$ cat config.mk
export PLATFORM = sky130hd
export DESIGN_NAME = timer_pwm_lowpower_irq
export DESIGN_NICKNAME = d
export VERILOG_FILES = /design/src/timer_pwm_pkg.sv /design/src/timer_pwm_lowpower_irq.sv
export SDC_FILE = /design/constraint.sdc
export NUM_CORES = 1
export LEC_CHECK = 0
export BUFFER_PORTS_ARGS = -buffer_cell sky130_fd_sc_hd__buf_2
export CAP_MARGIN = 15
export CORE_MARGIN = 2
export CORE_UTILIZATION = 59
export CTS_CLUSTER_DIAMETER = 60
export CTS_CLUSTER_SIZE = 30
export DETAILED_ROUTE_END_ITERATION = 8
export HOLD_SLACK_MARGIN = 0.03
export PLACE_DENSITY = 0.86
export SLEW_MARGIN = 20
export SYNTH_ARGS = -nofsm -noshare
export SYNTH_HDL_FRONTEND = slang
export SYNTH_SLANG_ARGS = --single-unit
$ cat constraint.sdc
create_clock -name sys_clk_in -period 2.75 [get_ports sys_clk_in]
set_input_delay 0.275 -clock sys_clk_in [delete_from_list [all_inputs] [get_ports sys_clk_in]]
set_output_delay 0.275 -clock sys_clk_in [all_outputs]
set_load 0.01 [all_outputs]
$ cat src/timer_pwm_pkg.sv
// constants, register map and register layouts of the pwm timer
package timer_pwm_pkg;
    localparam int          ADDR_W        = 8;
    localparam logic [7:0]  A_CTRL_ONE    = 8'h00;
    localparam logic [7:0]  A_CTRL_TWO    = 8'h04;
    localparam logic [7:0]  A_FLAGS       = 8'h08;
    localparam logic [7:0]  A_CAP_A_HI    = 8'h0C;
    localparam logic [7:0]  A_CAP_A_LO    = 8'h10;
    localparam logic [7:0]  A_CMP_A_HI    = 8'h14;
    localparam logic [7:0]  A_CMP_A_LO    = 8'h18;
    localparam logic [7:0]  A_CMP_B_HI    = 8'h1C;
    localparam logic [7:0]  A_CMP_B_LO    = 8'h20;
    localparam logic [7:0]  A_CNT_HI      = 8'h24;
    localparam logic [7:0]  A_CNT_LO      = 8'h28;
    localparam logic [7:0]  A_ACNT_HI     = 8'h2C;
    localparam logic [7:0]  A_ACNT_LO     = 8'h30;
    localparam logic [7:0]  A_CAP_B_HI    = 8'h34;
    localparam logic [7:0]  A_CAP_B_LO    = 8'h38;
    localparam logic [1:0]  RESP_OKAY     = 2'h0;
    localparam logic [1:0]  RESP_SLVERR   = 2'h2;
    localparam logic [15:0] CNT_RELOAD    = 16'hFFFC;
    localparam logic [15:0] CNT_TOP       = 16'hFFFF;
    localparam logic [15:0] CMP_RESET     = 16'h8000;
    localparam logic [1:0]  CLK_DIV4      = 2'h0;
    localparam logic [1:0]  CLK_DIV2      = 2'h1;
    localparam logic [1:0]  CLK_DIV8      = 2'h2;
    localparam logic [1:0]  CLK_EXT       = 2'h3;
    localparam logic [2:0]  LIM_DIV2      = 3'h1;
    localparam logic [2:0]  LIM_DIV4      = 3'h3;
    localparam logic [2:0]  LIM_DIV8      = 3'h7;

    typedef struct packed {
        logic capture_irq_enable;
        logic compare_irq_enable;
        logic overflow_irq_enable;
        logic force_b;
        logic force_a;
        logic level_after_period_match;
        logic edge_a_rising;
        logic level_after_edge_match;
    } timer_control_one_t;

    typedef struct packed {
        logic       waveform_pin_enable;
        logic       pin_b_enable;
        logic       single_pulse_mode_bit;
        logic       pwm_mode;
        logic [1:0] timer_clock_select;
        logic       edge_b_rising;
        logic       ext_edge_rising;
    } timer_control_two_t;

    typedef struct packed {
        logic       capture_a_flag;
        logic       edge_match_flag;
        logic       overflow_flag;
        logic       capture_b_flag;
        logic       period_match_flag;
        logic       timer_disable;
        logic [1:0] unused;
    } timer_flags_reg_t;
endpackage

$ cat src/timer_pwm_lowpower_irq.sv
// 16-bit timer with pwm mode, captures, overflow and low-power behaviour
////////////////////////////////////////////////////////////////////////////
// Behaviour
// - pwm mode owns compare a and period compare
// - in pwm, shadows load only at period end
// - high byte write locks shadow transfer
// - pwm compares always enabled
// - edge match drives first level
// - period match drives second level
// - counter ticks per prescaled or external clock
// - period match reloads counter to FFFC
// - levels 1/0 give pulse b minus a
// - equal levels give constant pin
// - each interval is value plus five
// - no compare flags in pwm mode
// - period match sets capture a flag
// - capture a pin disconnected in pwm
// - pwm overrides single pulse mode
// - wait mode: timer runs, irq wakes
// - halt freezes counter, resumes after wake
// - capture edge in halt arms capture
// - five events, wait exit, none halt
// - one irq, enable and mask gated
// - three control regs, six data pairs
// - clock select 00/4 01/2 10/8 11/ext
// - pin enable only routes waveform
// - flag clears after status read, low access
//
// The register addresses and register access over AXI4-Lite are this design's own decisions.
module timer_pwm_lowpower_irq
    import timer_pwm_pkg::*;
(
    input  wire logic              sys_clk_in,
    input  wire logic              nrst_in,
    input  wire logic [ADDR_W-1:0] awaddr_in,
    input  wire logic              awvalid_in,
    output logic                   awready_out,
    input  wire logic [31:0]       wdata_in,
    input  wire logic [3:0]        wstrb_in,
    input  wire logic              wvalid_in,
    output logic                   wready_out,
    output logic [1:0]             bresp_out,
    output logic                   bvalid_out,
    input  wire logic              bready_in,
    input  wire logic [ADDR_W-1:0] araddr_in,
    input  wire logic              arvalid_in,
    output logic                   arready_out,
    output logic [31:0]            rdata_out,
    output logic [1:0]             rresp_out,
    output logic                   rvalid_out,
    input  wire logic              rready_in,
    input  wire logic              capture_a_pin_in,
    input  wire logic              capture_b_pin_in,
    input  wire logic              ext_clk_pin_in,
    input  wire logic              halt_mode_in,
    input  wire logic              wait_mode_in,
    input  wire logic              cpu_irq_mask_in,
    output logic                   waveform_out_pin_out,
    output logic                   waveform_pin_enable_out,
    output logic                   timer_irq_out,
    output logic                   wait_wake_out
);

    ////////////////////////////////////////////////////////////////////////
    // bus state
    logic        aw_rdy_r, aw_rdy_nxt;
    logic        w_rdy_r, w_rdy_nxt;
    logic        bvalid_r, bvalid_nxt;
    logic [1:0]  bresp_r, bresp_nxt;
    logic        ar_rdy_r, ar_rdy_nxt;
    logic        rvalid_r, rvalid_nxt;
    logic [31:0] rdata_r, rdata_nxt;
    logic [1:0]  rresp_r, rresp_nxt;
    logic        wr_fire, rd_fire, wr_ok, rd_ok;
    logic [7:0]  rd_byte;

    // timer state
    timer_control_one_t c1_r, c1_nxt;
    timer_control_two_t c2_r, c2_nxt;
    timer_flags_reg_t   fl_r, fl_nxt;
    timer_flags_reg_t   arm_r, arm_nxt;
    logic [15:0] cnt_r, cnt_nxt;
    logic [2:0]  presc_r, presc_nxt;
    logic [15:0] cmp_a_r, cmp_a_nxt;
    logic [15:0] cmp_b_r, cmp_b_nxt;
    logic [15:0] sh_a_r, sh_a_nxt;
    logic [15:0] sh_b_r, sh_b_nxt;
    logic        lock_a_r, lock_a_nxt;
    logic        lock_b_r, lock_b_nxt;
    logic [15:0] cap_a_r, cap_a_nxt;
    logic [15:0] cap_b_r, cap_b_nxt;
    logic        hold_a_r, hold_a_nxt;
    logic        hold_b_r, hold_b_nxt;
    logic        halt_d_r;
    logic        pin_r, pin_nxt;
    logic        pin_en_r, pin_en_nxt;
    logic        irq_r, irq_nxt;
    logic        wake_r, wake_nxt;

    // pin synchronisers: bit 0 capture a, 1 capture b, 2 external clock
    logic [2:0]  meta_r, sync_r, prev_r;
    logic [2:0]  pins, rise, fall;
    logic        edge_a, edge_b, ext_tick;
    logic        run, tick, pwm, pending;
    logic [2:0]  lim;

    assign pins = {ext_clk_pin_in, capture_b_pin_in, capture_a_pin_in};

    ////////////////////////////////////////////////////////////////////////
    // two-flop synchronisers, then one more flop for edge detection
    always_ff @(posedge sys_clk_in or negedge nrst_in) begin
        if (!nrst_in) begin
            meta_r <= 3'h0;
            sync_r <= 3'h0;
            prev_r <= 3'h0;
        end else begin
            meta_r <= pins;
            sync_r <= meta_r;
            prev_r <= sync_r;
        end
    end

    generate
        for (genvar i = 0; i < 3; i++) begin : g_edge
            assign rise[i] = sync_r[i] & ~prev_r[i];
            assign fall[i] = ~sync_r[i] & prev_r[i];
        end
    endgenerate

    assign edge_a   = c1_r.edge_a_rising ? rise[0] : fall[0];
    assign edge_b   = c2_r.edge_b_rising ? rise[1] : fall[1];
    assign ext_tick = c2_r.ext_edge_rising ? rise[2] : fall[2];

    ////////////////////////////////////////////////////////////////////////
    // axi4-lite slave: write ready is raised once both address and data wait
    assign wr_fire = aw_rdy_r & w_rdy_r;
    assign rd_fire = ar_rdy_r;

    always_comb begin
        wr_ok = 1'b1;
        unique case (awaddr_in)
            A_CTRL_ONE, A_CTRL_TWO, A_FLAGS, A_CAP_A_HI, A_CAP_A_LO,
            A_CMP_A_HI, A_CMP_A_LO, A_CMP_B_HI, A_CMP_B_LO, A_CNT_HI,
            A_CNT_LO, A_ACNT_HI, A_ACNT_LO, A_CAP_B_HI, A_CAP_B_LO: begin
                wr_ok = 1'b1;
            end
            default: begin
                wr_ok = 1'b0;
            end
        endcase
    end

    always_comb begin
        rd_ok   = 1'b1;
        rd_byte = 8'h00;
        unique case (araddr_in)
            A_CTRL_ONE: rd_byte = c1_r;
            A_CTRL_TWO: rd_byte = c2_r;
            A_FLAGS:    rd_byte = fl_r;
            A_CAP_A_HI: rd_byte = cap_a_r[15:8];
            A_CAP_A_LO: rd_byte = cap_a_r[7:0];
            A_CMP_A_HI: rd_byte = cmp_a_r[15:8];
            A_CMP_A_LO: rd_byte = cmp_a_r[7:0];
            A_CMP_B_HI: rd_byte = cmp_b_r[15:8];
            A_CMP_B_LO: rd_byte = cmp_b_r[7:0];
            A_CNT_HI,
            A_ACNT_HI:  rd_byte = cnt_r[15:8];
            A_CNT_LO,
            A_ACNT_LO:  rd_byte = cnt_r[7:0];
            A_CAP_B_HI: rd_byte = cap_b_r[15:8];
            A_CAP_B_LO: rd_byte = cap_b_r[7:0];
            default: begin
                rd_ok   = 1'b0;
                rd_byte = 8'h00;
            end
        endcase
    end

    always_comb begin
        aw_rdy_nxt = 1'b0;
        w_rdy_nxt  = 1'b0;
        bvalid_nxt = bvalid_r;
        bresp_nxt  = bresp_r;
        ar_rdy_nxt = 1'b0;
        rvalid_nxt = rvalid_r;
        rdata_nxt  = rdata_r;
        rresp_nxt  = rresp_r;
        if (awvalid_in && wvalid_in && !wr_fire && !bvalid_r) begin
            aw_rdy_nxt = 1'b1;
            w_rdy_nxt  = 1'b1;
        end
        if (wr_fire) begin
            bvalid_nxt = 1'b1;
            bresp_nxt  = wr_ok ? RESP_OKAY : RESP_SLVERR;
        end else if (bvalid_r && bready_in) begin
            bvalid_nxt = 1'b0;
        end
        if (arvalid_in && !rd_fire && !rvalid_r) begin
            ar_rdy_nxt = 1'b1;
        end
        if (rd_fire) begin
            rvalid_nxt = 1'b1;
            rdata_nxt  = {24'h000000, rd_byte};
            rresp_nxt  = rd_ok ? RESP_OKAY : RESP_SLVERR;
        end else if (rvalid_r && rready_in) begin
            rvalid_nxt = 1'b0;
        end
    end

    always_ff @(posedge sys_clk_in or negedge nrst_in) begin
        if (!nrst_in) begin
            aw_rdy_r <= 1'b0;
            w_rdy_r  <= 1'b0;
            bvalid_r <= 1'b0;
            bresp_r  <= RESP_OKAY;
            ar_rdy_r <= 1'b0;
            rvalid_r <= 1'b0;
            rdata_r  <= 32'h00000000;
            rresp_r  <= RESP_OKAY;
        end else begin
            aw_rdy_r <= aw_rdy_nxt;
            w_rdy_r  <= w_rdy_nxt;
            bvalid_r <= bvalid_nxt;
            bresp_r  <= bresp_nxt;
            ar_rdy_r <= ar_rdy_nxt;
            rvalid_r <= rvalid_nxt;
            rdata_r  <= rdata_nxt;
            rresp_r  <= rresp_nxt;
        end
    end

    ////////////////////////////////////////////////////////////////////////
    // prescaler and tick
    assign pwm = c2_r.pwm_mode;
    assign run = !halt_mode_in && !fl_r.timer_disable;

    always_comb begin
        unique case (c2_r.timer_clock_select)
            CLK_DIV2: lim = LIM_DIV2;
            CLK_DIV8: lim = LIM_DIV8;
            default:  lim = LIM_DIV4;
        endcase
    end

    assign tick = run && ((c2_r.timer_clock_select == CLK_EXT) ? ext_tick
                                                             : presc_r >= lim);

    ////////////////////////////////////////////////////////////////////////
    // timer next state
    always_comb begin
        logic acc_lo_wr;
        acc_lo_wr  = wr_fire && wr_ok && wstrb_in[0];
        c1_nxt     = c1_r;
        c2_nxt     = c2_r;
        fl_nxt     = fl_r;
        arm_nxt    = arm_r;
        cnt_nxt    = cnt_r;
        presc_nxt  = presc_r;
        cmp_a_nxt  = cmp_a_r;
        cmp_b_nxt  = cmp_b_r;
        sh_a_nxt   = sh_a_r;
        sh_b_nxt   = sh_b_r;
        lock_a_nxt = lock_a_r;
        lock_b_nxt = lock_b_r;
        cap_a_nxt  = cap_a_r;
        cap_b_nxt  = cap_b_r;
        hold_a_nxt = hold_a_r;
        hold_b_nxt = hold_b_r;
        pin_nxt    = pin_r;

        // software writes
        if (acc_lo_wr) begin
            unique case (awaddr_in)
                A_CTRL_ONE: c1_nxt = wdata_in[7:0];
                A_CTRL_TWO: c2_nxt = wdata_in[7:0];
                A_FLAGS:    fl_nxt.timer_disable = wdata_in[2];
                A_CMP_A_HI: begin
                    cmp_a_nxt[15:8] = wdata_in[7:0];
                    lock_a_nxt      = 1'b1;
                end
                A_CMP_A_LO: begin
                    cmp_a_nxt[7:0] = wdata_in[7:0];
                    lock_a_nxt     = 1'b0;
                end
                A_CMP_B_HI: begin
                    cmp_b_nxt[15:8] = wdata_in[7:0];
                    lock_b_nxt      = 1'b1;
                end
                A_CMP_B_LO: begin
                    cmp_b_nxt[7:0] = wdata_in[7:0];
                    lock_b_nxt     = 1'b0;
                end
                default: begin
                end
            endcase
        end

        // two-step flag clear; the status read arms, the low access clears
        if (rd_fire && araddr_in == A_FLAGS) begin
            arm_nxt.capture_a_flag    = fl_r.capture_a_flag;
            arm_nxt.edge_match_flag   = fl_r.edge_match_flag;
            arm_nxt.overflow_flag     = fl_r.overflow_flag;
            arm_nxt.capture_b_flag    = fl_r.capture_b_flag;
            arm_nxt.period_match_flag = fl_r.period_match_flag;
        end
        if ((rd_fire && araddr_in == A_CAP_A_LO) ||
            (acc_lo_wr && awaddr_in == A_CAP_A_LO)) begin
            fl_nxt.capture_a_flag  &= ~arm_r.capture_a_flag;
            arm_nxt.capture_a_flag  = 1'b0;
        end
        if ((rd_fire && araddr_in == A_CMP_A_LO) ||
            (acc_lo_wr && awaddr_in == A_CMP_A_LO)) begin
            fl_nxt.edge_match_flag  &= ~arm_r.edge_match_flag;
            arm_nxt.edge_match_flag  = 1'b0;
        end
        // the alternate counter view leaves the overflow flag alone
        if ((rd_fire && araddr_in == A_CNT_LO) ||
            (acc_lo_wr && awaddr_in == A_CNT_LO)) begin
            fl_nxt.overflow_flag  &= ~arm_r.overflow_flag;
            arm_nxt.overflow_flag  = 1'b0;
        end
        if ((rd_fire && araddr_in == A_CAP_B_LO) ||
            (acc_lo_wr && awaddr_in == A_CAP_B_LO)) begin
            fl_nxt.capture_b_flag  &= ~arm_r.capture_b_flag;
            arm_nxt.capture_b_flag  = 1'b0;
        end
        if ((rd_fire && araddr_in == A_CMP_B_LO) ||
            (acc_lo_wr && awaddr_in == A_CMP_B_LO)) begin
            fl_nxt.period_match_flag  &= ~arm_r.period_match_flag;
            arm_nxt.period_match_flag  = 1'b0;
        end
        fl_nxt.unused = 2'h0;

        // prescaler freezes with the counter
        if (run) begin
            presc_nxt = (tick || c2_r.timer_clock_select == CLK_EXT) ? 3'h0
                                                                     : presc_r + 3'h1;
        end

        // shadows track the registers outside pwm so entry starts clean
        if (!pwm) begin
            sh_a_nxt = cmp_a_r;
            sh_b_nxt = cmp_b_r;
            if (c1_r.force_a) begin
                pin_nxt = c1_r.level_after_edge_match;
            end
        end

        // hardware sets come last so they win over a clear
        if (tick) begin
            cnt_nxt = cnt_r + 16'h0001;
            if (cnt_r == CNT_TOP) begin
                fl_nxt.overflow_flag = 1'b1;
            end
            if (pwm) begin
                // no lock gates the comparison itself
                if (cnt_r == sh_b_r) begin
                    cnt_nxt = CNT_RELOAD;
                    pin_nxt = c1_r.level_after_period_match;
                    fl_nxt.capture_a_flag = 1'b1;
                    if (!lock_a_r) begin
                        sh_a_nxt = cmp_a_r;
                    end
                    if (!lock_b_r) begin
                        sh_b_nxt = cmp_b_r;
                    end
                end else if (cnt_r == sh_a_r) begin
                    pin_nxt = c1_r.level_after_edge_match;
                end
                // compare flags untouched here
            end else begin
                if (!lock_a_r && cnt_r == cmp_a_r) begin
                    fl_nxt.edge_match_flag = 1'b1;
                    pin_nxt                = c1_r.level_after_edge_match;
                end
                if (!lock_b_r && cnt_r == cmp_b_r) begin
                    fl_nxt.period_match_flag = 1'b1;
                end
            end
        end

        // captures; edges during halt only arm, taken when halt ends
        if (halt_mode_in) begin
            if (edge_a && !pwm) begin
                hold_a_nxt = 1'b1;
            end
            if (edge_b) begin
                hold_b_nxt = 1'b1;
            end
        end else begin
            if ((edge_a && !pwm) || (halt_d_r && hold_a_r)) begin
                cap_a_nxt             = cnt_r;
                fl_nxt.capture_a_flag = 1'b1;
            end
            if (edge_b || (halt_d_r && hold_b_r)) begin
                cap_b_nxt             = cnt_r;
                fl_nxt.capture_b_flag = 1'b1;
            end
            hold_a_nxt = 1'b0;
            hold_b_nxt = 1'b0;
        end
    end

    always_comb begin
        pending = (c1_r.capture_irq_enable &
                   (fl_r.capture_a_flag | fl_r.capture_b_flag)) |
                  (c1_r.compare_irq_enable &
                   (fl_r.edge_match_flag | fl_r.period_match_flag)) |
                  (c1_r.overflow_irq_enable & fl_r.overflow_flag);
        irq_nxt    = pending && !cpu_irq_mask_in;
        // halt wake-up is not offered by any timer event
        wake_nxt   = pending && wait_mode_in;
        pin_en_nxt = c2_r.waveform_pin_enable && !fl_r.timer_disable;
    end

    always_ff @(posedge sys_clk_in or negedge nrst_in) begin
        if (!nrst_in) begin
            c1_r     <= '0;
            c2_r     <= '0;
            fl_r     <= '0;
            arm_r    <= '0;
            cnt_r    <= CNT_RELOAD;
            presc_r  <= 3'h0;
            cmp_a_r  <= CMP_RESET;
            cmp_b_r  <= CMP_RESET;
            sh_a_r   <= CMP_RESET;
            sh_b_r   <= CMP_RESET;
            lock_a_r <= 1'b0;
            lock_b_r <= 1'b0;
            cap_a_r  <= 16'h0000;
            cap_b_r  <= 16'h0000;
            hold_a_r <= 1'b0;
            hold_b_r <= 1'b0;
            halt_d_r <= 1'b0;
            pin_r    <= 1'b0;
            pin_en_r <= 1'b0;
            irq_r    <= 1'b0;
            wake_r   <= 1'b0;
        end else begin
            c1_r     <= c1_nxt;
            c2_r     <= c2_nxt;
            fl_r     <= fl_nxt;
            arm_r    <= arm_nxt;
            cnt_r    <= cnt_nxt;
            presc_r  <= presc_nxt;
            cmp_a_r  <= cmp_a_nxt;
            cmp_b_r  <= cmp_b_nxt;
            sh_a_r   <= sh_a_nxt;
            sh_b_r   <= sh_b_nxt;
            lock_a_r <= lock_a_nxt;
            lock_b_r <= lock_b_nxt;
            cap_a_r  <= cap_a_nxt;
            cap_b_r  <= cap_b_nxt;
            hold_a_r <= hold_a_nxt;
            hold_b_r <= hold_b_nxt;
            halt_d_r <= halt_mode_in;
            pin_r    <= pin_nxt;
            pin_en_r <= pin_en_nxt;
            irq_r    <= irq_nxt;
            wake_r   <= wake_nxt;
        end
    end

    ////////////////////////////////////////////////////////////////////////
    // outputs
    assign awready_out             = aw_rdy_r;
    assign wready_out              = w_rdy_r;
    assign bvalid_out              = bvalid_r;
    assign bresp_out               = bresp_r;
    assign arready_out             = ar_rdy_r;
    assign rvalid_out              = rvalid_r;
    assign rdata_out               = rdata_r;
    assign rresp_out               = rresp_r;
    assign waveform_out_pin_out    = pin_r;
    assign waveform_pin_enable_out = pin_en_r;
    assign timer_irq_out           = irq_r;
    assign wait_wake_out           = wake_r;

endmodule

-- Word-level counts from Yosys, hierarchy flattened
Memories as Yosys holds them, arrays and structs flattened.
Cells that the tools add are included.
- add/subtract/negate cells: 2
- $lt $le $gt $ge: 1
- equality and inequality tests: 33
- muxes and demuxes: 66
- bitwise operators: 30
- reductions and logical operators: 74
- operator list (kind ; count):
    2-to-1 mux 16 bit ; 12
    one-hot mux 8 bit (13 select lines) ; 1
    == test 8 x 6 -> 1 bit, second input constant ; 10
    == test 16 bit ; 4
    == test 8 x 5 -> 1 bit, second input constant ; 8
    2-to-1 mux 1 bit ; 45
    logical AND 1 bit ; 30
    == test 8 x 4 -> 1 bit, second input constant ; 3
    AND reduction 2 bit ; 11
    nonzero test 2 bit ; 9
    adder 16 x 1 -> 16 bit, second input constant ; 1
    == test 16 bit, second input constant ; 1
    == test 8 x 3 -> 1 bit, second input constant ; 2
    zero test 8 bit ; 2
    OR reduction 15 bit ; 1
    bitwise AND 1 bit ; 14
    inverter 1 bit ; 12
    zero test 1 bit ; 10
    logical OR 1 bit ; 8
    2-to-1 mux 3 bit ; 2
    one-hot mux 3 bit (2 select lines) ; 1
    2-to-1 mux 5 bit ; 1
    == test 2 bit, second input constant ; 2
    2-to-1 mux 2 bit ; 2
    other kinds (8) ; 14
- register bits after elaboration: 176
- memory bits (read-only): 64
- memories kept: 1
- memories (memory ; words ; bits a word ; rd ports ; clocked after memory_dff ; write ports ; RTL line ; source):
    (no name shown) ; 64 ; 1 ; 1 ; 0 ; 0 ; timer_pwm_lowpower_irq.sv:141 ; unique case (awaddr_in)

-- Depth between registers and ports, before layout
Gate-level depths: netlist of the first run.
- depth after elaboration: 12
- gate-level depth with buffers: 10
- mapped depth without buffers: 8

-- Worst setup path before layout of the first run
Ideal clock, no wire load.
- kind: reg2reg
- start: reg c2_r[2] (netlist name)
- end: reg sh_a_r[10]
- arrival time: 2.323 ns
- path slack: 0.302 ns
- stages on the path, launching flop included: 11
- path buffers: 2
- path through: dfrtp_1 > nor2b_1 > ha_1 > a21o_1 > a221o_1 > and3_1 > buf_2 > nand2_4 > o21ai_4 > buf_12 > mux2_4
- word-level cells in the longest chain between the ends: 6
- elaborated cells on any way between the ends: 8
- those cells by class: order compare: 1; eq/ne: 3; mux: 3; reduce/logical: 1
- RTL lines (element ; RTL line ; source):
    start, declared ; timer_pwm_lowpower_irq.sv:79 ; timer_control_two_t c2_r, c2_nxt;
    start signal, assigned ; timer_pwm_lowpower_irq.sv:441 ; c2_r <= c2_nxt;
    == test 2 bit or == test 2 x 1 -> 1 bit (tied branches) ; timer_pwm_lowpower_irq.sv:238 ; unique case (c2_r.timer_clock_select)
    one-hot mux 3 bit (2 select lines) ; timer_pwm_lowpower_irq.sv:238 ;
    greater-or-equal comparator 3 bit ; timer_pwm_lowpower_irq.sv:246 ; : presc_r >= lim);
    2-to-1 mux 1 bit * ; timer_pwm_lowpower_irq.sv:245 ; assign tick = run && ((c2_r.timer_clock_select == CLK_EXT) ? ext_tick
    logical AND 1 bit * ; timer_pwm_lowpower_irq.sv:245 ;
    2-to-1 mux 16 bit * ; timer_pwm_lowpower_irq.sv:350 ; if (tick) begin
    net sh_a_nxt[10] ; timer_pwm_lowpower_irq.sv:86 ; logic [15:0] sh_a_r, sh_a_nxt;
    end signal, assigned ; timer_pwm_lowpower_irq.sv:448 ; sh_a_r <= sh_a_nxt;
    end, declared ; timer_pwm_lowpower_irq.sv:86 ;
Mark *: on every way through the listed nets, which the timed path passes. The rest lies on a longest branch.
A chain may end at the register's enable or synchronous reset.

-- Final worst setup path of the first run
- start: reg c2_r[3] (netlist name)
- end: reg sh_a_r[13]
Same word-level chain as after synthesis.

==> flow_summary_export.csv, run 1 <==
group,metric,value,unit
status,status,"finished, final reports clean",
clock_network,cts_setup_buffers,0,
die,core,0.0152,mm2
worst_setup_path,critical-path-max-stage-delay,540,ps
grt,grt_max_degree,68,
synth,ys_seq_elements,174,
finish,instances_no_fill,1074,
finish,layout.nets,943,
detailed_routing,vias,6909,
clock_network,clock_latency,440,ps
worst_setup_path,reg2reg_slack,210,ps
grt,antenna_found_initial,0,
die,die_h,129,um
clock_network,ctsHtreeMaxLevel,4,
worst_setup_path,crit_buf_inv,1,
power,ir_drop,536,uV
die,die_width,129,um
grt,grt_pass1_vias,7016,
grt,grt.total_usage,33.5,%
detailed_routing,drt-initial-drc-count,746,
die,initial_utilization,60.2,%
clock_network,clk_pin_slew_worst_paths,70,ps
sta,slew_headroom,52.4,%
flow_run,maxCapViolations,0,
synth,ys_top_cells_by_count,"dfrtp_1, mux2_2, nand2_1",
detailed_routing,drc,0,
detailed_routing,first_pass_iters,5,
synth,synth_cell_types,66,
power,p_per_area,610,mW/mm2
finish,drive_gt1_share,31.0,%
detailed_routing,viasPerCell,6.43,
worst_setup_path,critPathLaunchType,"flip-flop",
worst_setup_path,crit_chain,"nor2b_1 -> ha_1 -> a21o_1 -> a221o_1 -> and3_1 -> nand2_4 -> o21ai_4 -> buf_12 -> mux2_4",
grt,grt_pass1_wl,40600,um
clock_network,root_buffer,"clkbuf_16",
worst_setup_path,critPathTopFamily,"compound AO/OA/AOI/OAI gates",
worst_setup_path,cp_slowest_cell,"dfrtp_1",
synth,ys_top_cells_by_area,"dfrtp_1, mux2_2, xnor2_1",
detailed_routing,detail-route-antenna-nets,0,
synth,synthCells,804,
sta,fin_tns_setup,0,ps
sta,holdWs,57.1,ps
place,io_buffers,56,
sta,fmax,394,MHz
synth,synth.largest_area_cell,"dfrtp_1",
clock_network,clock_path_buffers,2,
synth,async_flop_share,100,%
worst_setup_path,crit_type,"reg2reg",
worst_setup_path,crit_required,3080,ps
finish,antenna_cells,0,
sta,fin_worst_skew,6.67,ps
synth,yosysSeqAreaShare,47.8,%
sta,grt_setup_unrepaired,"false",
sta,hold_viol_final,0,
clock_network,cts_tree,"yes",
sta,finalCritPeriodShare,92.4,%
synth,synth.cell_area,0.00915,mm2
synth,yosysTopAreaCellShare,42.7,%
die,core.rowCount,45,
worst_setup_path,critPathArrivalTime,2870,ps
place,place_congestion,1.02,
place,place_inst,1037,
sta,finalCriticalPeriod,2540,ps
clock_network,clkSinkCount,174,
die,die_area,0.0165,mm2
die,io-pin-count,110,
detailed_routing,drt-total-wl,26000,um
synth,yosys_warnings,0,
hold_path,hp-class,"in2reg",
sta,setup_viol,0,
power,p_leak,4.78,nW
finish,syn_to_final_growth,11.9,%
worst_setup_path,cp-end-kind,"flip-flop",
synth,synth_edf_count,0,
synth,synthFlopType,"dfrtp_1",
synth,synth.most_common_cell,"dfrtp_1",
sta,slew_viol_final,0,
place,dpl.hpwl,18100,um
grt,grt-ovfl-total,0,
detailed_routing,avgRoutedWirePerCell,24.2,um
synth,synth.avg_cell_area,11.4,um2
clock_network,cts_buffers,17,
worst_setup_path,cp_max_fo,16,
sta,tightest_slew,695,ps
==> final timing paths <==
kind,from,end,depth (start not counted)
max in group asynchronous,nrst_in,sh_b_r[15],3
worst min register to register,meta_r[1],sync_r[1],0
min in group asynchronous,nrst_in,cmp_a_r[7],2
worst max register to register,c2_r[3],sh_a_r[13],9
worst min-delay path,wait_mode_in,wait_wake_out,3
worst max-delay path,c2_r[3],sh_a_r[13],9
==> where the power goes <==
| part | internal, W | switching [W] | total (W) | leakage, nW |
|---|---|---|---|---|
| Clock | 0.00126 | 0.00107 | 0.00233 | 0.272 |
| Sequential | 0.00273 | 0.000119 | 0.00284 | 2.28 |
| Combinational | 0.000427 | 0.000651 | 0.00108 | 2.22 |
==> flip-flops by register name, summed over array words and instances (netlist names), 3 cells and up <==
register,cells
sh_a_r,16
cap_a_r,16
fl_r,6
sync_r,3
cap_b_r,16
cnt_r,16
c2_r,7
rdata_out,8
arm_r,5
c1_r,8
sh_b_r,16
meta_r,3
cmp_b_r,16
prev_r,3
presc_r,3
cmp_a_r,16
==> worst min-delay path, delay by kind of cell <==
family	cells	cell delay (ps)
buf+inv	2	140
compound gates	1	40
==> cell usage in the layout (no fill, tap or decap), types with 21 or more instances in the layout <==
cell type and n:
mux2_2 101, nand2_1 60, xor2_1 21, nand3_1 23, buf_4 32, conb_1 26
dfrtp_1 156, nor2_1 37, xnor2_1 57, buf_2 55
==> metal layers <==
layer	share of wire (%)	track usage, %
met2	47	51.8
met1	40	45.0
met3	8.3	8.44
met4	4.3	15.3
met5	0	0
==> kinds of logic after synthesis <==
family	after synthesis	synth area share [%]
XOR/XNOR	78	7.47
adder cells (fa/ha/maj)	4	0.547
buffers and inverters	87	5.78
AND/OR/NAND/NOR	219	12.5
AO/OA/AOI/OAI	106	8.19
other	1	0.0410
multiplexers	135	17.7
flip-flops	174	47.8
==> through the flow <==
step	worst slack (ps)	power [W]	instance area (um2)	util [%]
6_report	209	0.00625	10200	67.4
3_5_place_dp	275	0.00392	9620	63.3
5_1_grt	133	0.00649	10200	67.4
3_3_place_gp	321	0.00388	9620	63.3
2_1_floorplan	302	0.00355	9240	-
4_1_cts	221	0.00624	10200	67.4
==> area by class of cell <==
type                            instances  area (um2)
Tap cell                              188         235
Fill cell                            1101        4960
Inverter                               15        56.3
Multi-Input combinational cell        568        4340
Timing Repair Buffer                   98         667
Sequential cell                       174        4380
Clock buffer                           17         425
Clock inverter                         14         136
==> repair_timing <==
item                                   CTS  global route
endpoints found under the hold margin   59             0
setup endpoints to repair                0             0
gates resized for setup                  0             0
hold buffers                             6             0
Power figures use the tool's default switching activity.
==> run 2, diff against run 1 <==
--- a/config.mk
+++ b/config.mk
@@ -8,12 +8,12 @@
 export BUFFER_PORTS_ARGS = -buffer_cell sky130_fd_sc_hd__buf_2
 export CAP_MARGIN = 15
 export CORE_MARGIN = 2
-export CORE_UTILIZATION = 59
+export CORE_UTILIZATION = 25
 export CTS_CLUSTER_DIAMETER = 60
 export CTS_CLUSTER_SIZE = 30
 export DETAILED_ROUTE_END_ITERATION = 8
 export HOLD_SLACK_MARGIN = 0.03
-export PLACE_DENSITY = 0.86
+export PLACE_DENSITY = 0.46
 export SLEW_MARGIN = 20
 export SYNTH_ARGS = -nofsm -noshare
 export SYNTH_HDL_FRONTEND = slang
==> run 2 against run 1 <==
Clock skew grew 9.4 ps. Highest routed layer unchanged. Final cell count up 27%. Worst hold slack better by 5.8 ps. Routed wire length rose by 12%.
==> flow_summary_export.csv, run 2 (synthesis gave the netlist of run 1 again) <==
group,metric,value,unit
status,status,"finished, final reports clean",
grt,grt-ovfl-total,0,
sta,grt_setup_unrepaired,"false",
worst_setup_path,cp-end-kind,"flip-flop",
clock_network,postCtsHoldBufs,5,
sta,holdWs,62.9,ps
sta,tightest_slew,716,ps
detailed_routing,avgRoutedWirePerCell,21.3,um
die,core.rowCount,70,
sta,finalCritPeriodShare,93.6,%
worst_setup_path,cp_slowest_cell,"dfstp_2",
clock_network,clkSinkCount,174,
detailed_routing,drc,0,
grt,grt_pass1_wl,44400,um
clock_network,root_buffer,"clkbuf_16",
die,core,0.0363,mm2
worst_setup_path,critPathArrivalTime,2900,ps
grt,grt_pass1_vias,6665,
finish,drive_gt1_share,32.4,%
place,io_buffers,56,
finish,layout_commonest_cell,"dfrtp_1",
worst_setup_path,critical-path-max-stage-delay,680,ps
worst_setup_path,critPathTopFamily,"simple AND/OR/NAND/NOR gates",
finish,layout.nets,957,
detailed_routing,detail-route-antenna-nets,0,
worst_setup_path,crit_chain,"buf_4 -> xnor2_1 -> nand4_1 -> nor4_1 -> nand3_1 -> or4_1 -> and3_1",
worst_setup_path,crit_buf_inv,1,
flow_run,maxCapViolations,0,
grt,grt.total_usage,15.8,%
die,initial_utilization,25.2,%
sta,slew_headroom,52.3,%
clock_network,cts_buffers,17,
die,die_width,195,um
sta,fin_worst_skew,16.1,ps
sta,fmax,389,MHz
worst_setup_path,critPathLaunchType,"flip-flop",
sta,setup_viol,0,
power,ir_drop,474,uV
detailed_routing,first_pass_iters,5,
sta,finalCriticalPeriod,2570,ps
die,io-pin-count,110,
sta,slew_viol_final,0,
finish,antenna_cells,0,
detailed_routing,drt-initial-drc-count,573,
clock_network,clk_pin_slew_worst_paths,70,ps
finish,final_cell_mix,"dfrtp_1, mux2_2, nand2_1",
power,p_per_area,611,mW/mm2
power,power,0.00657,W
grt,antenna_found_initial,0,
hold_path,hp-class,"in2reg",
grt,grt_max_degree,68,
clock_network,ctsHtreeMaxLevel,4,
worst_setup_path,crit_type,"reg2reg",
power,p_leak,4.88,nW
detailed_routing,vias,6547,
clock_network,ctsResizeCount,0,
detailed_routing,viasPerCell,4.78,
clock_network,clock_latency,440,ps
die,die_area,0.0381,mm2
clock_network,cts_setup_buffers,0,
die,die_h,195,um
worst_setup_path,cp_max_fo,7,
worst_setup_path,crit_required,3080,ps
place,dpl.hpwl,21600,um
clock_network,cts_tree,"yes",
place,place_congestion,0.912,
clock_network,clock_path_buffers,2,
detailed_routing,drt-total-wl,29200,um
sta,fin_tns_setup,0,ps
sta,hold_viol_final,0,
finish,syn_to_final_growth,17.5,%
run 2: cell count changes in the layout (fill, tap and decap cells not counted), sizes merged:
cell	before	now
buf	92	106
clkinv	6	2
clkbuf	17	20
bufinv	1	3
inv	20	22
clkinvlp	2	1
dlygate4sd3	6	5
run 2: final timing paths:
check	startpoint	slack (ps)	cells after the start	end
max in group asynchronous	nrst_in	1500	3	cnt_r[4]
min reg2reg	meta_r[2]	350	0	sync_r[2]
min	halt_mode_in	60	1	halt_d_r
min in group asynchronous	nrst_in	370	2	meta_r[1]
max	cnt_r[12]	180	7	waveform_out_pin_out
max reg2reg	cnt_r[12]	180	7	waveform_out_pin_out
run 2: power breakdown:
| part | total, W | switching (W) | internal (W) |
|---|---|---|---|
| Clock | 0.00262 | 0.00114 | 0.00148 |
| Sequential | 0.00287 | 0.000145 | 0.00273 |
| Combinational | 0.00108 | 0.000643 | 0.000438 |
run 2: metal layers:
layer	global-route usage, %	wire length (um)	part of all wire, %	vias to the layer above
met3	2.97	1260	4.3	31
met2	24.1	13300	45	169
met5	0	0	0	-
met4	4.13	491	1.7	0
li1	-	-	-	2992
met1	22.9	14200	49	3355
run 2: final cells by class:
type	count	area, um2
timing repair buffer	112	759
inverter	15	56.3
multi-input combinational	568	4350
fill	3761	25600
sequential	174	4380
clock buffer	19	443
tap	468	586
clock inverter	13	176
run 2: per-stage QoR:
stage               instance area (um2)  utilization [%]  std cells  setup WS (ps)
floorplan                          9240                -        829            302
finish                            10700             29.6       1369            177
CTS                               10700             29.6       1369            243
global route                      10700             29.6       1369           77.0
global placement                  10100             27.7       1332            194
detailed placement                10100             27.7       1332            246
==> run 3, diff against run 2 <==
--- a/config.mk
+++ b/config.mk
@@ -8,12 +8,12 @@
 export BUFFER_PORTS_ARGS = -buffer_cell sky130_fd_sc_hd__buf_2
 export CAP_MARGIN = 15
 export CORE_MARGIN = 2
-export CORE_UTILIZATION = 25
+export CORE_UTILIZATION = 30
 export CTS_CLUSTER_DIAMETER = 60
 export CTS_CLUSTER_SIZE = 30
 export DETAILED_ROUTE_END_ITERATION = 8
 export HOLD_SLACK_MARGIN = 0.03
-export PLACE_DENSITY = 0.46
+export PLACE_DENSITY = 0.52
 export SLEW_MARGIN = 20
 export SYNTH_ARGS = -nofsm -noshare
 export SYNTH_HDL_FRONTEND = slang
==> run 3 against run 2 <==
Non-clock buffer count decreased by 7. Global-route usage increased by 2.3 points. Count of clock-buffer cells in the layout decreased by 2. Flip-flop and latch count unchanged. Total power decreased by 2.9%. Largest power group unchanged. Sequential share of layout area increased by 0.64 points. Fmax increased by 3.8%. Routed wire length decreased by 5.5%. Setup slack improved by 95 ps. Combinational power about the same. Highest routed layer unchanged. Clock power decreased by 6%. Die area decreased by 16%.
==> flow_summary_export.csv, run 3 (synthesis gave the netlist of run 1 again) <==
group,metric,value,unit
die,initial_utilization,30.6,%
sta,grt_setup_unrepaired,"false",
finish,nFillCells,2984,
finish,syn_to_final_growth,15.7,%
sta,finalCriticalPeriod,2480,ps
clock_network,ctsResizeCount,0,
detailed_routing,avgRoutedWirePerCell,21.5,um
worst_setup_path,cp-end-kind,"flip-flop",
finish,final_cell_mix,"dfrtp_1, mux2_2, nand2_1",
clock_network,postCtsHoldBufs,5,
detailed_routing,drt-initial-drc-count,487,
power,pwr-share-comb,16.5,%
power,p_per_area,603,mW/mm2
finish,layout_commonest_cell,"dfrtp_1",
grt,antenna_found_initial,0,
grt,grt_pass1_vias,6619,
sta,setup_viol,0,
sta,slew_headroom,39.2,%
die,core,0.0299,mm2
detailed_routing,dr_wl_met2,12600,um
sta,slew_viol_final,0,
place,dpl.hpwl,20100,um
sta,setup_slack,272,ps
clock_network,cts_setup_buffers,0,
place,place_inst,1247,
finish,drive_gt1_share,32.0,%
die,io-pin-count,110,
grt,grt.total_usage,18.1,%
detailed_routing,wl_met1,13000,um
die,die_area,0.0319,mm2
power,seqPwrFrac,45.1,%
clock_network,cts_buffers,17,
power,ir_drop,351,uV
detailed_routing,detail-route-antenna-nets,0,
flow_run,maxCapViolations,0,
detailed_routing,first_pass_iters,4,
worst_setup_path,cp_max_fo,13,
power,p_leak,4.84,nW
die,die_width,179,um
clock_network,clock_latency,440,ps
grt,grt_pass1_wl,42200,um
place,place_ws,280,ps
sta,tightest_slew,909,ps
power,swShare,31.2,%
hold_path,hp-class,"in2reg",
clock_network,root_buffer,"clkbuf_16",
worst_setup_path,crit_type,"reg2reg",
sta,fin_worst_skew,12.8,ps
clock_network,cts_tree,"yes",
finish,layout.nets,950,
die,die_h,179,um
worst_setup_path,critPathArrivalTime,2810,ps
power,internal_power,0.00439,W
place,place_congestion,0.918,
grt,grt_max_degree,85,
sta,hold_viol_final,0,
clock_network,ctsHtreeMaxLevel,4,
finish,final_util,35.4,%
finish,antenna_cells,0,
worst_setup_path,critPathLaunchType,"flip-flop",
sta,finalCritPeriodShare,90.1,%
die,core.rowCount,63,
clock_network,clk_pin_slew_worst_paths,80,ps
detailed_routing,met3_length,1430,um
detailed_routing,highest_layer,"met4",
power,p_sw,0.00199,W
sta,fin_tns_setup,0,ps
grt,grt-ovfl-total,0,
worst_setup_path,crit_required,3080,ps
power,clockPowerShare,38.5,%
detailed_routing,vias,6534,
sta,fmax,403,MHz
clock_network,clkSinkCount,174,
place,io_buffers,56,
detailed_routing,drc,0,
detailed_routing,viasPerCell,5.09,
detailed_routing,drt-total-wl,27600,um
clock_network,clock_path_buffers,2,
finish,instances_no_fill,1284,
sta,holdWs,43.4,ps
status,status,"finished, final reports clean",
==> run 3: through the flow <==
stage	power (W)	instance area, um2
floorplan	0.00355	9240
global placement	0.00395	9940
detailed placement	0.00396	9940
CTS	0.00642	10600
global route	0.00664	10600
finish	0.00638	10600
==> run 3: path summary, 6_finish.rpt <==
path | startpoint | endpoint | slack, ps | depth (start not counted)
max in group asynchronous | nrst_in | cap_a_r[13] | 1570 | 3
setup reg to reg | c2_r[2] | sh_b_r[5] | 270 | 9
hold / removal | halt_mode_in | halt_d_r | 40 | 1
min in group asynchronous | nrst_in | meta_r[1] | 420 | 2
hold reg to reg | meta_r[1] | sync_r[1] | 350 | 0
setup / recovery | c2_r[2] | sh_b_r[5] | 270 | 9
==> run 3: final cells by class <==
class	instances	area [um2]	share of cell area [%]
multi-input cells	568	4350	41.1
repair buffers	105	719	6.80
clock buffers	17	425	4.02
inverters	15	56.3	0.532
well taps	390	488	4.61
flip-flops and latches	174	4380	41.4
clock inverters	15	166	1.57
==> run 3: per-layer routing <==
metal | track usage, % | up-vias
met5 | 0 | -
met4 | 5.35 | 0
met3 | 3.22 | 34
met2 | 28.2 | 192
met1 | 25.8 | 3325
li1 | - | 2983
==> run 3: power groups by stage <==
stage                     clock, W  combinational (W)  sequential (W)
after global placement           0            0.00103         0.00292
after floorplan                  0           0.000690         0.00286
final                      0.00245            0.00105         0.00288
after detailed placement         0            0.00104         0.00292
after global routing       0.00260            0.00115         0.00289
after CTS                  0.00250            0.00105         0.00287
==> run 3: critical path: stages (launching register included) <==
cell     delay [ps]
dfrtp_1         400
nor2b_1         140
ha_1            260
a21o_1          170
a221o_1         390
and3_1          300
nand2_4         130
o21ai_4          70
buf_12          190
mux2_4          300
